### config.mk
export PLATFORM = sky130hd
export DESIGN_NAME = sar_readout
export DESIGN_NICKNAME = d
export VERILOG_FILES = /design/src/sar_pkg.sv /design/src/sar_edge_sync.sv /design/src/sar_readout.sv
export SDC_FILE = /design/constraint.sdc
export NUM_CORES = 1
export LEC_CHECK = 0
export ABC_AREA = 1
export ABC_CLOCK_PERIOD_IN_PS = 2710
export BUFFER_PORTS_ARGS = -buffer_cell sky130_fd_sc_hd__buf_2
export CAP_MARGIN = 40
export CORE_UTILIZATION = 59
export CTS_BUF_LIST = sky130_fd_sc_hd__clkbuf_16
export CTS_CLUSTER_DIAMETER = 100
export DETAILED_ROUTE_END_ITERATION = 10
export PLACE_DENSITY = 0.75
export SYNTH_ARGS = -nofsm -noshare
export SYNTH_HDL_FRONTEND = slang
export SYNTH_SLANG_ARGS = --single-unit
### constraint.sdc
create_clock -name i_clk -period 2.71 [get_ports i_clk]
set_input_delay 0.1355 -clock i_clk [delete_from_list [all_inputs] [get_ports i_clk]]
set_output_delay 0.1355 -clock i_clk [all_outputs]
set_load 0.02 [all_outputs]
### src/sar_pkg.sv
// Constants, state encoding and timing counts for the serial readout of an
// 8-bit successive-approximation converter.
// Assumes a 200 MHz system clock that samples the frame select and serial clock pins.

package sar_pkg;

   // ********************************************************************
   // Result and frame layout
   // ********************************************************************
   localparam int SAR_RES_BITS = 8;
   localparam logic [4:0] SAR_FIRST_DATA_FALL = 5'h03;  // Fall that drives the MSB
   localparam logic [4:0] SAR_LAST_DATA_FALL = 5'h0A;   // Fall that drives the LSB
   localparam logic [4:0] SAR_LAST_STEP_RISE = 5'h08;   // Rise that decides the LSB
   localparam logic [4:0] SAR_TRACK_RISE = 5'h0D;       // Hold ends on this rise
   localparam logic [4:0] SAR_TRISTATE_FALL = 5'h10;    // Output released after this fall
   localparam logic [4:0] SAR_SHDN_LO_FALL = 5'h02;     // Shutdown window opens
   localparam logic [4:0] SAR_SHDN_HI_FALL = 5'h0A;     // Shutdown window closes
   localparam logic [4:0] SAR_CNT_MAX = 5'h1F;
   localparam logic [7:0] SAR_STEP_MSB = 8'h80;

   // ********************************************************************
   // Pin reset values
   // ********************************************************************
   localparam logic SAR_CS_RST = 1'b1;
   localparam logic SAR_SCLK_RST = 1'b0;

   // ********************************************************************
   // Timing
   // ********************************************************************
   localparam int SAR_CLK_PERIOD_PS = 5000;
   localparam int SAR_TRACK_TIME_MIN_NS = 350;  // track_time_min
   localparam int SAR_TRACK_MIN_CYC = (SAR_TRACK_TIME_MIN_NS * 1000 + SAR_CLK_PERIOD_PS - 1) / SAR_CLK_PERIOD_PS;
   localparam logic [6:0] SAR_TRACK_MIN_CNT = 7'(SAR_TRACK_MIN_CYC);
   localparam logic [6:0] SAR_ACQ_CNT_MAX = 7'h7F;

   // ********************************************************************
   // Converter phase
   // ********************************************************************
   typedef enum logic [1:0] {
      SAR_IDLE = 2'b00,
      SAR_HOLD = 2'b01,
      SAR_TRACK = 2'b11
   } sar_state_e;

endpackage

### src/sar_edge_sync.sv
// Two-flop synchroniser for one pin with edge pulses derived after it.
// Assumes the pin is asynchronous to i_clk.

`timescale 1ns/1ps
`default_nettype none

module sar_edge_sync #(
   parameter logic RST_VAL = 1'b0
) (
   input wire logic i_clk,
   input wire logic i_rst,
   input wire logic i_pin,
   output logic o_level,
   output logic o_rise,
   output logic o_fall
);

   logic meta_q;
   logic sync_q;
   logic prev_q;
   logic meta_d;
   logic sync_d;
   logic prev_d;

   // Next values; the first flop feeds only the second
   always_comb begin
      meta_d = i_pin;
      sync_d = meta_q;
      prev_d = sync_q;
   end

   // Register stage
   always_ff @(posedge i_clk) begin
      if (i_rst) begin
         meta_q <= RST_VAL;
         sync_q <= RST_VAL;
         prev_q <= RST_VAL;
      end else begin
         meta_q <= meta_d;
         sync_q <= sync_d;
         prev_q <= prev_d;
      end
   end

   // Edges look only at the settled stages
   assign o_level = sync_q;
   assign o_rise = sync_q & ~prev_q;
   assign o_fall = ~sync_q & prev_q;

endmodule

`default_nettype wire

### src/sar_readout.sv
// Frame-select driven conversion and serial readout of an 8-bit SAR converter.
// Assumes i_sample_code is the quantised input on the i_clk domain and the
// serial clock is far slower than i_clk, so every pin edge is seen once.
//
// Contract
// [RQ1] Frame select falling starts a conversion and a frame lasting until it rises.
// [RQ2] Serial clock edges are counted from the latest frame select fall, from one.
// [RQ3] On frame select fall the output is driven and the input is held.
// [RQ4] Hold ends and tracking resumes on the 13th rising serial clock edge.
// [RQ5] Controller leaves at least 350 ns from 13th rise to next frame.
// [RQ6] Output released after the 16th falling edge or frame select rise.
// [RQ7] Controller waits the quiet gap before starting the next conversion.
// [RQ8] Controller supplies sixteen serial clocks to read a full sample.
// [RQ9] Bits change on falling edges and are captured on following rising edges.
// [RQ10] Frame is three zeros, eight result bits MSB first, then zeros.
// [RQ11] Select falling with clock low may yield one extra leading zero.
// [RQ12] Controller spaces frames by hold, track and alignment padding.
// [RQ13] Twenty-clock frames give best throughput; shorter frames allowed within limits.
// [RQ14] Result is unsigned straight binary, zero input gives zero code.
// [RQ15] Codes step at half an LSB then every LSB of supply over 256.
// [RQ16] Serial clock sequences both approximation steps and output shifting.
// [RQ17] Select rise between falls two and ten aborts and enters shutdown.
// [RQ18] Select rise between falls ten and sixteen aborts, truncates, stays normal.
// [RQ19] Select rise before the second fall leaves the mode unchanged.
// [RQ20] First conversion after shutdown is flagged invalid; controller discards it.
// [RQ21] Falling-edge counter clears while select is high and steers decisions.

`timescale 1ns/1ps
`default_nettype none

module sar_readout
   import sar_pkg::*;
(
   input wire logic i_clk,
   input wire logic i_rst,
   input wire logic i_cs_n,
   input wire logic i_sclk,
   input wire logic [7:0] i_sample_code,
   output logic o_serial_result_out,
   output logic o_serial_result_oe,
   output logic o_track,
   output logic o_shutdown,
   output logic o_first_invalid,
   output logic o_track_short
);

   // ********************************************************************
   // Pin synchronisers
   // ********************************************************************
   logic cs_lvl;
   logic cs_rise;
   logic cs_fall;
   logic sclk_rise;
   logic sclk_fall;

   sar_edge_sync #(.RST_VAL(SAR_CS_RST)) u_cs_sync (
      .i_clk(i_clk),
      .i_rst(i_rst),
      .i_pin(i_cs_n),
      .o_level(cs_lvl),
      .o_rise(cs_rise),
      .o_fall(cs_fall)
   );

   sar_edge_sync #(.RST_VAL(SAR_SCLK_RST)) u_sclk_sync (
      .i_clk(i_clk),
      .i_rst(i_rst),
      .i_pin(i_sclk),
      .o_level(),
      .o_rise(sclk_rise),
      .o_fall(sclk_fall)
   );

   // ********************************************************************
   // Conversion state
   // ********************************************************************
   sar_state_e state_q, state_d;
   logic [4:0] fcnt_q, fcnt_d;
   logic [4:0] rcnt_q, rcnt_d;
   logic [7:0] held_q, held_d;
   logic [7:0] sar_q, sar_d;
   logic [7:0] trial;
   logic data_q, data_d;
   logic oe_q, oe_d;
   logic track_q, track_d;
   logic shut_q, shut_d;
   logic mode_start_q, mode_start_d;
   logic inv_q, inv_d;
   logic [6:0] acq_q, acq_d;
   logic short_q, short_d;
   logic in_frame;
   logic [4:0] fnext;

   assign in_frame = ~cs_lvl;
   assign fnext = (fcnt_q == SAR_CNT_MAX) ? fcnt_q : fcnt_q + 5'h01;
   // Trial adds the bit that this rise decides
   assign trial = sar_q | (SAR_STEP_MSB >> (rcnt_q[2:0]));

   // Next-state logic; select edges take priority over clock edges
   always_comb begin
      state_d = state_q;
      fcnt_d = fcnt_q;
      rcnt_d = rcnt_q;
      held_d = held_q;
      sar_d = sar_q;
      data_d = data_q;
      oe_d = oe_q;
      shut_d = shut_q;
      mode_start_d = mode_start_q;
      inv_d = inv_q;
      acq_d = (acq_q == SAR_ACQ_CNT_MAX) ? acq_q : acq_q + 7'h01;
      short_d = short_q;
      if (cs_fall) begin
         // New conversion: hold the input, drive the line, power up [RQ1] [RQ3]
         state_d = SAR_HOLD;
         fcnt_d = 5'h00;                                  // [RQ2]
         rcnt_d = 5'h00;
         held_d = i_sample_code;                          // Straight binary code [RQ14] [RQ15]
         sar_d = 8'h00;
         oe_d = 1'b1;                                     // [RQ3]
         data_d = 1'b0;                                   // Clock low here gives an extra zero [RQ11]
         mode_start_d = shut_q;
         shut_d = 1'b0;
         inv_d = shut_q;                                  // Warm-up conversion [RQ20]
         // Flag a controller that cut the track interval short [RQ5]
         short_d = (state_q != SAR_HOLD) && (acq_q < SAR_TRACK_MIN_CNT);
      end else if (cs_rise) begin
         // Frame ends; output released at once [RQ6]
         oe_d = 1'b0;
         data_d = 1'b0;
         fcnt_d = 5'h00;                                  // [RQ21]
         rcnt_d = 5'h00;
         state_d = SAR_IDLE;
         if (state_q == SAR_HOLD) begin
            acq_d = 7'h00;                                // Aborted hold starts tracking now
         end
         if (fcnt_q < SAR_SHDN_LO_FALL) begin
            shut_d = mode_start_q;                        // Noise guard [RQ19] [RQ21]
         end else if (fcnt_q < SAR_SHDN_HI_FALL) begin
            shut_d = 1'b1;                                // [RQ17]
         end else begin
            shut_d = 1'b0;                                // Truncated word, normal mode [RQ18]
         end
      end else if (in_frame) begin
         if (sclk_rise) begin
            rcnt_d = (rcnt_q == SAR_CNT_MAX) ? rcnt_q : rcnt_q + 5'h01;
            // One approximation step on each of the first eight rises, MSB first [RQ16]
            if (rcnt_q < SAR_LAST_STEP_RISE) begin
               sar_d = (held_q >= trial) ? trial : sar_q;
            end
            if (rcnt_q == SAR_TRACK_RISE - 5'h01) begin
               state_d = SAR_TRACK;                       // [RQ4]
               acq_d = 7'h00;
            end
         end else if (sclk_fall) begin
            fcnt_d = fnext;                               // [RQ2] [RQ21]
            // Bits change only on falling edges [RQ9] [RQ16]
            if (fnext >= SAR_FIRST_DATA_FALL && fnext <= SAR_LAST_DATA_FALL) begin
               data_d = sar_q[3'(SAR_LAST_DATA_FALL - fnext)]; // [RQ10]
            end else begin
               data_d = 1'b0;                             // Leading and trailing zeros [RQ10]
            end
            if (fnext >= SAR_TRISTATE_FALL) begin
               oe_d = 1'b0;                               // [RQ6]
               data_d = 1'b0;
            end
         end
      end else begin
         // Counters stay clear while select is high [RQ21]
         fcnt_d = 5'h00;
         rcnt_d = 5'h00;
      end
      track_d = (state_d != SAR_HOLD);
   end

   // Register stage
   always_ff @(posedge i_clk) begin
      if (i_rst) begin
         state_q <= SAR_IDLE;
         fcnt_q <= 5'h00;
         rcnt_q <= 5'h00;
         held_q <= 8'h00;
         sar_q <= 8'h00;
         data_q <= 1'b0;
         oe_q <= 1'b0;
         track_q <= 1'b1;
         shut_q <= 1'b0;
         mode_start_q <= 1'b0;
         inv_q <= 1'b0;
         acq_q <= SAR_ACQ_CNT_MAX;
         short_q <= 1'b0;
      end else begin
         state_q <= state_d;
         fcnt_q <= fcnt_d;
         rcnt_q <= rcnt_d;
         held_q <= held_d;
         sar_q <= sar_d;
         data_q <= data_d;
         oe_q <= oe_d;
         track_q <= track_d;
         shut_q <= shut_d;
         mode_start_q <= mode_start_d;
         inv_q <= inv_d;
         acq_q <= acq_d;
         short_q <= short_d;
      end
   end

   // Outputs straight from flops
   assign o_serial_result_out = data_q;
   assign o_serial_result_oe = oe_q;
   assign o_track = track_q;
   assign o_shutdown = shut_q;
   assign o_first_invalid = inv_q;
   assign o_track_short = short_q;
endmodule

`default_nettype wire

* Word level (Yosys, flattened, before mapping)
Index checks and enable logic that the tools add are counted.
Storage, ports and cells: bits in registers 47, logic and storage cells 90, output and inout bits 6
Operators by class: reductions and logical operators 12, equal/unequal tests 9, mux-type cells 25, $add $sub $neg 4, shifts and indexed selects 1, bitwise gates (word level) 12, order comparisons 9
Operators with widths (number):
- 2-to-1 mux 7 bit | 7
- 2-to-1 mux 1 bit | 11
- adder 5 x 1 -> 5 bit, second input constant | 2
- == test 5 bit, second input constant | 2
- < comparator 5 x 4 -> 1 bit, second input constant | 2
- 2-to-1 mux 2 bit | 5
- greater-or-equal comparator 8 bit | 1
- OR 8 bit | 1
- right shift 8 x 3 -> 8 bit, first input constant | 1
- adder 7 x 1 -> 7 bit, second input constant | 1
- == test 7 bit, second input constant | 1
- < comparator 7 bit, second input constant | 1
- NOT 1 bit | 7
- inequality test 3 bit, second input constant | 2
- nonzero test 3 bit | 2
- == test 5 x 4 -> 1 bit, second input constant | 1
- greater-or-equal comparator 5 x 2 -> 1 bit, second input constant | 1
- greater-or-equal comparator 5 bit, second input constant | 1
- <= comparator 5 x 4 -> 1 bit, second input constant | 1
- < comparator 5 x 2 -> 1 bit, second input constant | 1
- 2-to-1 mux 5 bit | 1
- AND reduction 5 bit | 1
- bitwise AND 1 bit | 4
- < comparator 3 x 4 -> 1 bit, second input constant | 1
- 11 further kinds | 14

* Logic depth before layout (Yosys ltp)
depth in word-level cells 9, depth in mapped cells 14

* Modules after synthesis
Synthesis repeated with hierarchy kept, for this count alone.
Second synthesis, totals: cell total of the unflattened synthesis 330, area total of the unflattened synthesis 2408.6 um2
By module, submodules not included:
- sar_readout | cells an instance 305, times used 1, sequential area each 820.8 um2, area an instance 2217.1 um2
- sar_edge_sync at u_cs_sync | cells an instance 13, times used 1, sequential area each 60.1 um2, area an instance 97.6 um2
- sar_edge_sync at u_sclk_sync | cells an instance 12, times used 1, sequential area each 60.1 um2, area an instance 93.8 um2

* Worst setup path before layout
No wires, ideal clock.
path kind register to register, from register fcnt_q[0], to register data_q, in the netlist o_serial_result_out, cell stages (with the launch flop) 12, setup time 0.115 ns, setup slack 0.832 ns, arrival time 1.763 ns, required time 2.595 ns, cell sequence dfxtp_1 ha_1 nand4_1 nand2_2 nand2_4 ha_1 inv_1 nand3_1 nand2_1 nand2_1 nand3_1 a21oi_2
Between the ends: longest elaborated chain between the ends 7, elaborated cells between the ends (all ways) 12, those cells by class add/sub: 2; order compare: 3; eq/ne: 1; mux: 5; reduce/logical: 1
RTL lines:
- from (decl) | line sar_readout.sv:78 | logic [4:0] fcnt_q, fcnt_d;
- from (signal assigned) | line sar_readout.sv:194 | fcnt_q <= fcnt_d;
- adder 5 x 1 -> 5 bit or == test 5 bit (tied branches) | line sar_readout.sv:95 | assign fnext = (fcnt_q == SAR_CNT_MAX) ? fcnt_q : fcnt_q + 5'h01;
- 2-to-1 mux 5 bit (*) | line sar_readout.sv:95
- named net fnext[0] | line sar_readout.sv:92 | logic [4:0] fnext;
- subtractor 2 x 3 -> 3 bit | line sar_readout.sv:159 | data_d = sar_q[3'(SAR_LAST_DATA_FALL - fnext)];
- binary-select mux 1 bit (select 3 bit) | line sar_readout.sv:159
- 2-to-1 mux 1 bit (implied by the code) | line sar_readout.sv:159
- 2-to-1 mux 1 bit | line sar_readout.sv:158 | if (fnext >= SAR_FIRST_DATA_FALL && fnext <= SAR_LAST_DATA_FALL) begin
- 2-to-1 mux 1 bit (*) | line sar_readout.sv:163 | if (fnext >= SAR_TRISTATE_FALL) begin
- to (signal assigned) | line sar_readout.sv:198 | data_q <= data_d;
- to (decl) | line sar_readout.sv:83 | logic data_q, data_d;
The timed path passes the listed nets; every way through them passes the cells marked *. The select of a mux whose other input is x is not followed. A chain may end at the register's enable or synchronous reset.

* Worst setup path after layout
Ends and elaborated chain as after synthesis.

==> impl_metrics.tcl <==
set metrics [dict create \
    grt-ovfl-total 0 \
    worstHoldPathCells 2 \
    worst-setup-path-type "flip-flop to flip-flop" \
    cap_violations 0 \
    worst_pin_slew_ns 0.434 \
    ys_ff_latch 47 \
    rsz0062_at_grt "false" \
    min_to "u_cs_sync.meta_q" \
    worst_r2r_endpoint "o_serial_result_out" \
    rr_worst_depth 11 \
    cp-start-kind "flip-flop" \
    initial_core_util_pct 61.9 \
    synthesis.nets 364 \
    grt_util_met1_pct 30.7 \
    die_y_um 66.8 \
    fin_util_pct 69.2 \
    cts_resized 0 \
    synth-seq-area-share_pct 38.0 \
    syn_area_per_cell_um2 7.57 \
    maxSlewViolCount 0 \
    yosysWarnings 0 \
    cts_tree "done" \
    grt_antenna_before_repair 0 \
    drt_iter0_drc 136 \
    yosysTopAreaCell "dfxtp_1" \
    finalHoldViolCount 0 \
    fin_skew_ns 0.00357 \
    grt_pass1_vias 1840 \
    synthTopCellsByArea "dfxtp_1 (38%), ha_1 (13%), nand2_1 (8.6%), inv_1 (8.3%), a21oi_1 (6.3%)" \
    r2r_start "fcnt_q[0]" \
    drc 0 \
    critical_path.max_fanout 7 \
    grt_pass1_wl_um 8070 \
    areaGrowthSynthToFinish_pct 11.9 \
    final_area_um2 2770 \
    htree_levels 2 \
    min_period_ns 2.15 \
    viasPerCell 5.27 \
    io_buffers 17 \
    nNetsFinal 385 \
    min_period_over_period_pct 79.3 \
    p_total_mw 1.75 \
    drt-pass1-iter-count 4 \
    post-cts-setup-buffers 0 \
    layout-drive-gt1-share_pct 12.9 \
    gr-max-usage-layer "met2" \
    grt_util_met2_pct 39.9 \
    reg2reg_slack_ns 0.56 \
    ys_async_sr_fraction_pct 0 \
    synthFlopType "dfxtp_1" \
    end_kind "flip-flop" \
    peakVddDrop_mv 0.521 \
    clk_latency_ns 0.28 \
    grt_max_degree 15 \
    synth_top_area_share_pct 38.0 \
    num_vias 2102 \
    ios 18 \
    place_hpwl_um 3640 \
    die_x_um 66.8 \
    setup_violations 0 \
    dieArea_um2 4460 \
    cp.required_ns 2.89 \
    hold_start "i_cs_n" \
    status "completed" \
    use_met3_pct 3.60 \
    cts.sinks 47 \
    dpl_cell_area_um2 2610 \
    pre_cts_slack_ns 0.578 \
    synth_common_cells "nand2_1 (57), inv_1 (55), dfxtp_1 (47)" \
    power_density_nw_per_um2 632 \
    clock_path_buffers 2 \
    numCtsBuffers 5 \
    grtUsageTotal_pct 23.6 \
    ant_nets 0 \
    clock-root-buffer "clkbuf_16" \
    synth_cells 327 \
    antenna_cells 0 \
    syn_area_um2 2470 \
    netlist-cell-type-count 31 \
    clkTransAtPathRegs_ns 0.06 \
    arrival_ns 2.32 \
    synth-edff-count 0 \
    yosysMostFrequentCell "nand2_1" \
    hold_path_class "input pin to flip-flop" \
    hold_buffers 0 \
    setup_ws_ns 0.561 \
    fmax_mhz 465 \
    gp_congestion 0.805 \
    fin_setup_tns_ns 0 \
    routed_wl_um 4720 \
    std_cell_rows 23 \
    wl_per_cell_um 11.8 \
    power_leakage_nw 1.28 \
    slew_headroom_pct 71.1 \
    core_area_um2 4000 \
]
-- power breakdown --
| group | leakage [nW] | switching [mW] | total (mW) | internal (mW) |
|---|---|---|---|---|
| logic | 0.812 | 0.154 | 0.280 | 0.126 |
| registers | 0.382 | 0.0525 | 0.798 | 0.746 |
| clock network | 0.0812 | 0.242 | 0.671 | 0.430 |
| total | 1.28 | 0.448 | 1.75 | 1.30 |
-- cells by family after synthesis --
logic type                 Yosys count  synth area share [%]
AOI/OAI and AO/OA                   60                  13.3
buffers and inverters               60                  9.50
DFF                                 47                  38.0
xor gates and xnor gates             3                  1.06
and+or+nand+nor                    131                  25.0
muxes                                1                 0.455
adders and majority gates           25                  12.6
-- layout make-up --
cell class              instances  area, µm²
clock buffers                   5        125
clock inverters                 3       38.8
fillers                       353       1230
inverters                      56        210
multi-input cells             220       1300
flip-flops and latches         47        941
well taps                      50       62.6
repair buffers                 18       92.6
-- layout by cell type (no fill, tap or decap), drive strengths merged, types with 3 or more instances in the layout --
master  synthesis  final
ha             25     25
buf             0     18
o21ai          19     19
nand4           5      5
xnor2           3      3
inv            56     56
nand2          62     62
clkbuf          4      5
a21oi          32     32
nor2           23     23
or2             9      9
dfxtp          47     47
nand3          26     26
nor3            3      3
-- critical path: stages (launching register included) --
cell and delay (ns):
dfxtp_1 0.48, ha_1 0.30, nand4_1 0.23, nand2_2 0.19, nand2_4 0.09, ha_1 0.33
inv_1 0.09, nand3_1 0.08, nand2_1 0.06, nand2_1 0.04, nand3_1 0.10, a21oi_2 0.05
-- flip-flops by register name (all words and copies together) (netlist names), 2 cells and up --
name / flops
state_q: 2
sar_q: 8
held_q: 8
fcnt_q: 5
rcnt_q: 5
acq_q: 7
-- per-layer routing --
layer / vias to the layer above / routed length, µm
met5: - / 0
met4: 0 / 42
met3: 4 / 178
met2: 46 / 2210
met1: 951 / 2280
li1: 1101 / -
-- worst max path at each step --
stage | from | endpoint | slack, ns | depth (start not counted)
after CTS | fcnt_q[0] | o_serial_result_out | 0.56 | 11
after global placement | fcnt_q[0] | o_serial_result_out | 0.56 | 11
after floorplan | fcnt_q[0] | o_serial_result_out | 0.83 | 11
after detailed placement | fcnt_q[0] | o_serial_result_out | 0.58 | 11
after global routing | rcnt_q[0] | sar_q[0] | 0.37 | 11
final | fcnt_q[0] | o_serial_result_out | 0.56 | 11
-- stage by stage --
step                hold WS [ns]  std cells
detailed placement         0.320        391
CTS                       0.0278        399
global route              0.0361        399
floorplan                  0.239        327
global placement           0.317        391
finish                    0.0296        399
Note: power is estimated with default switching activity, not from simulation.
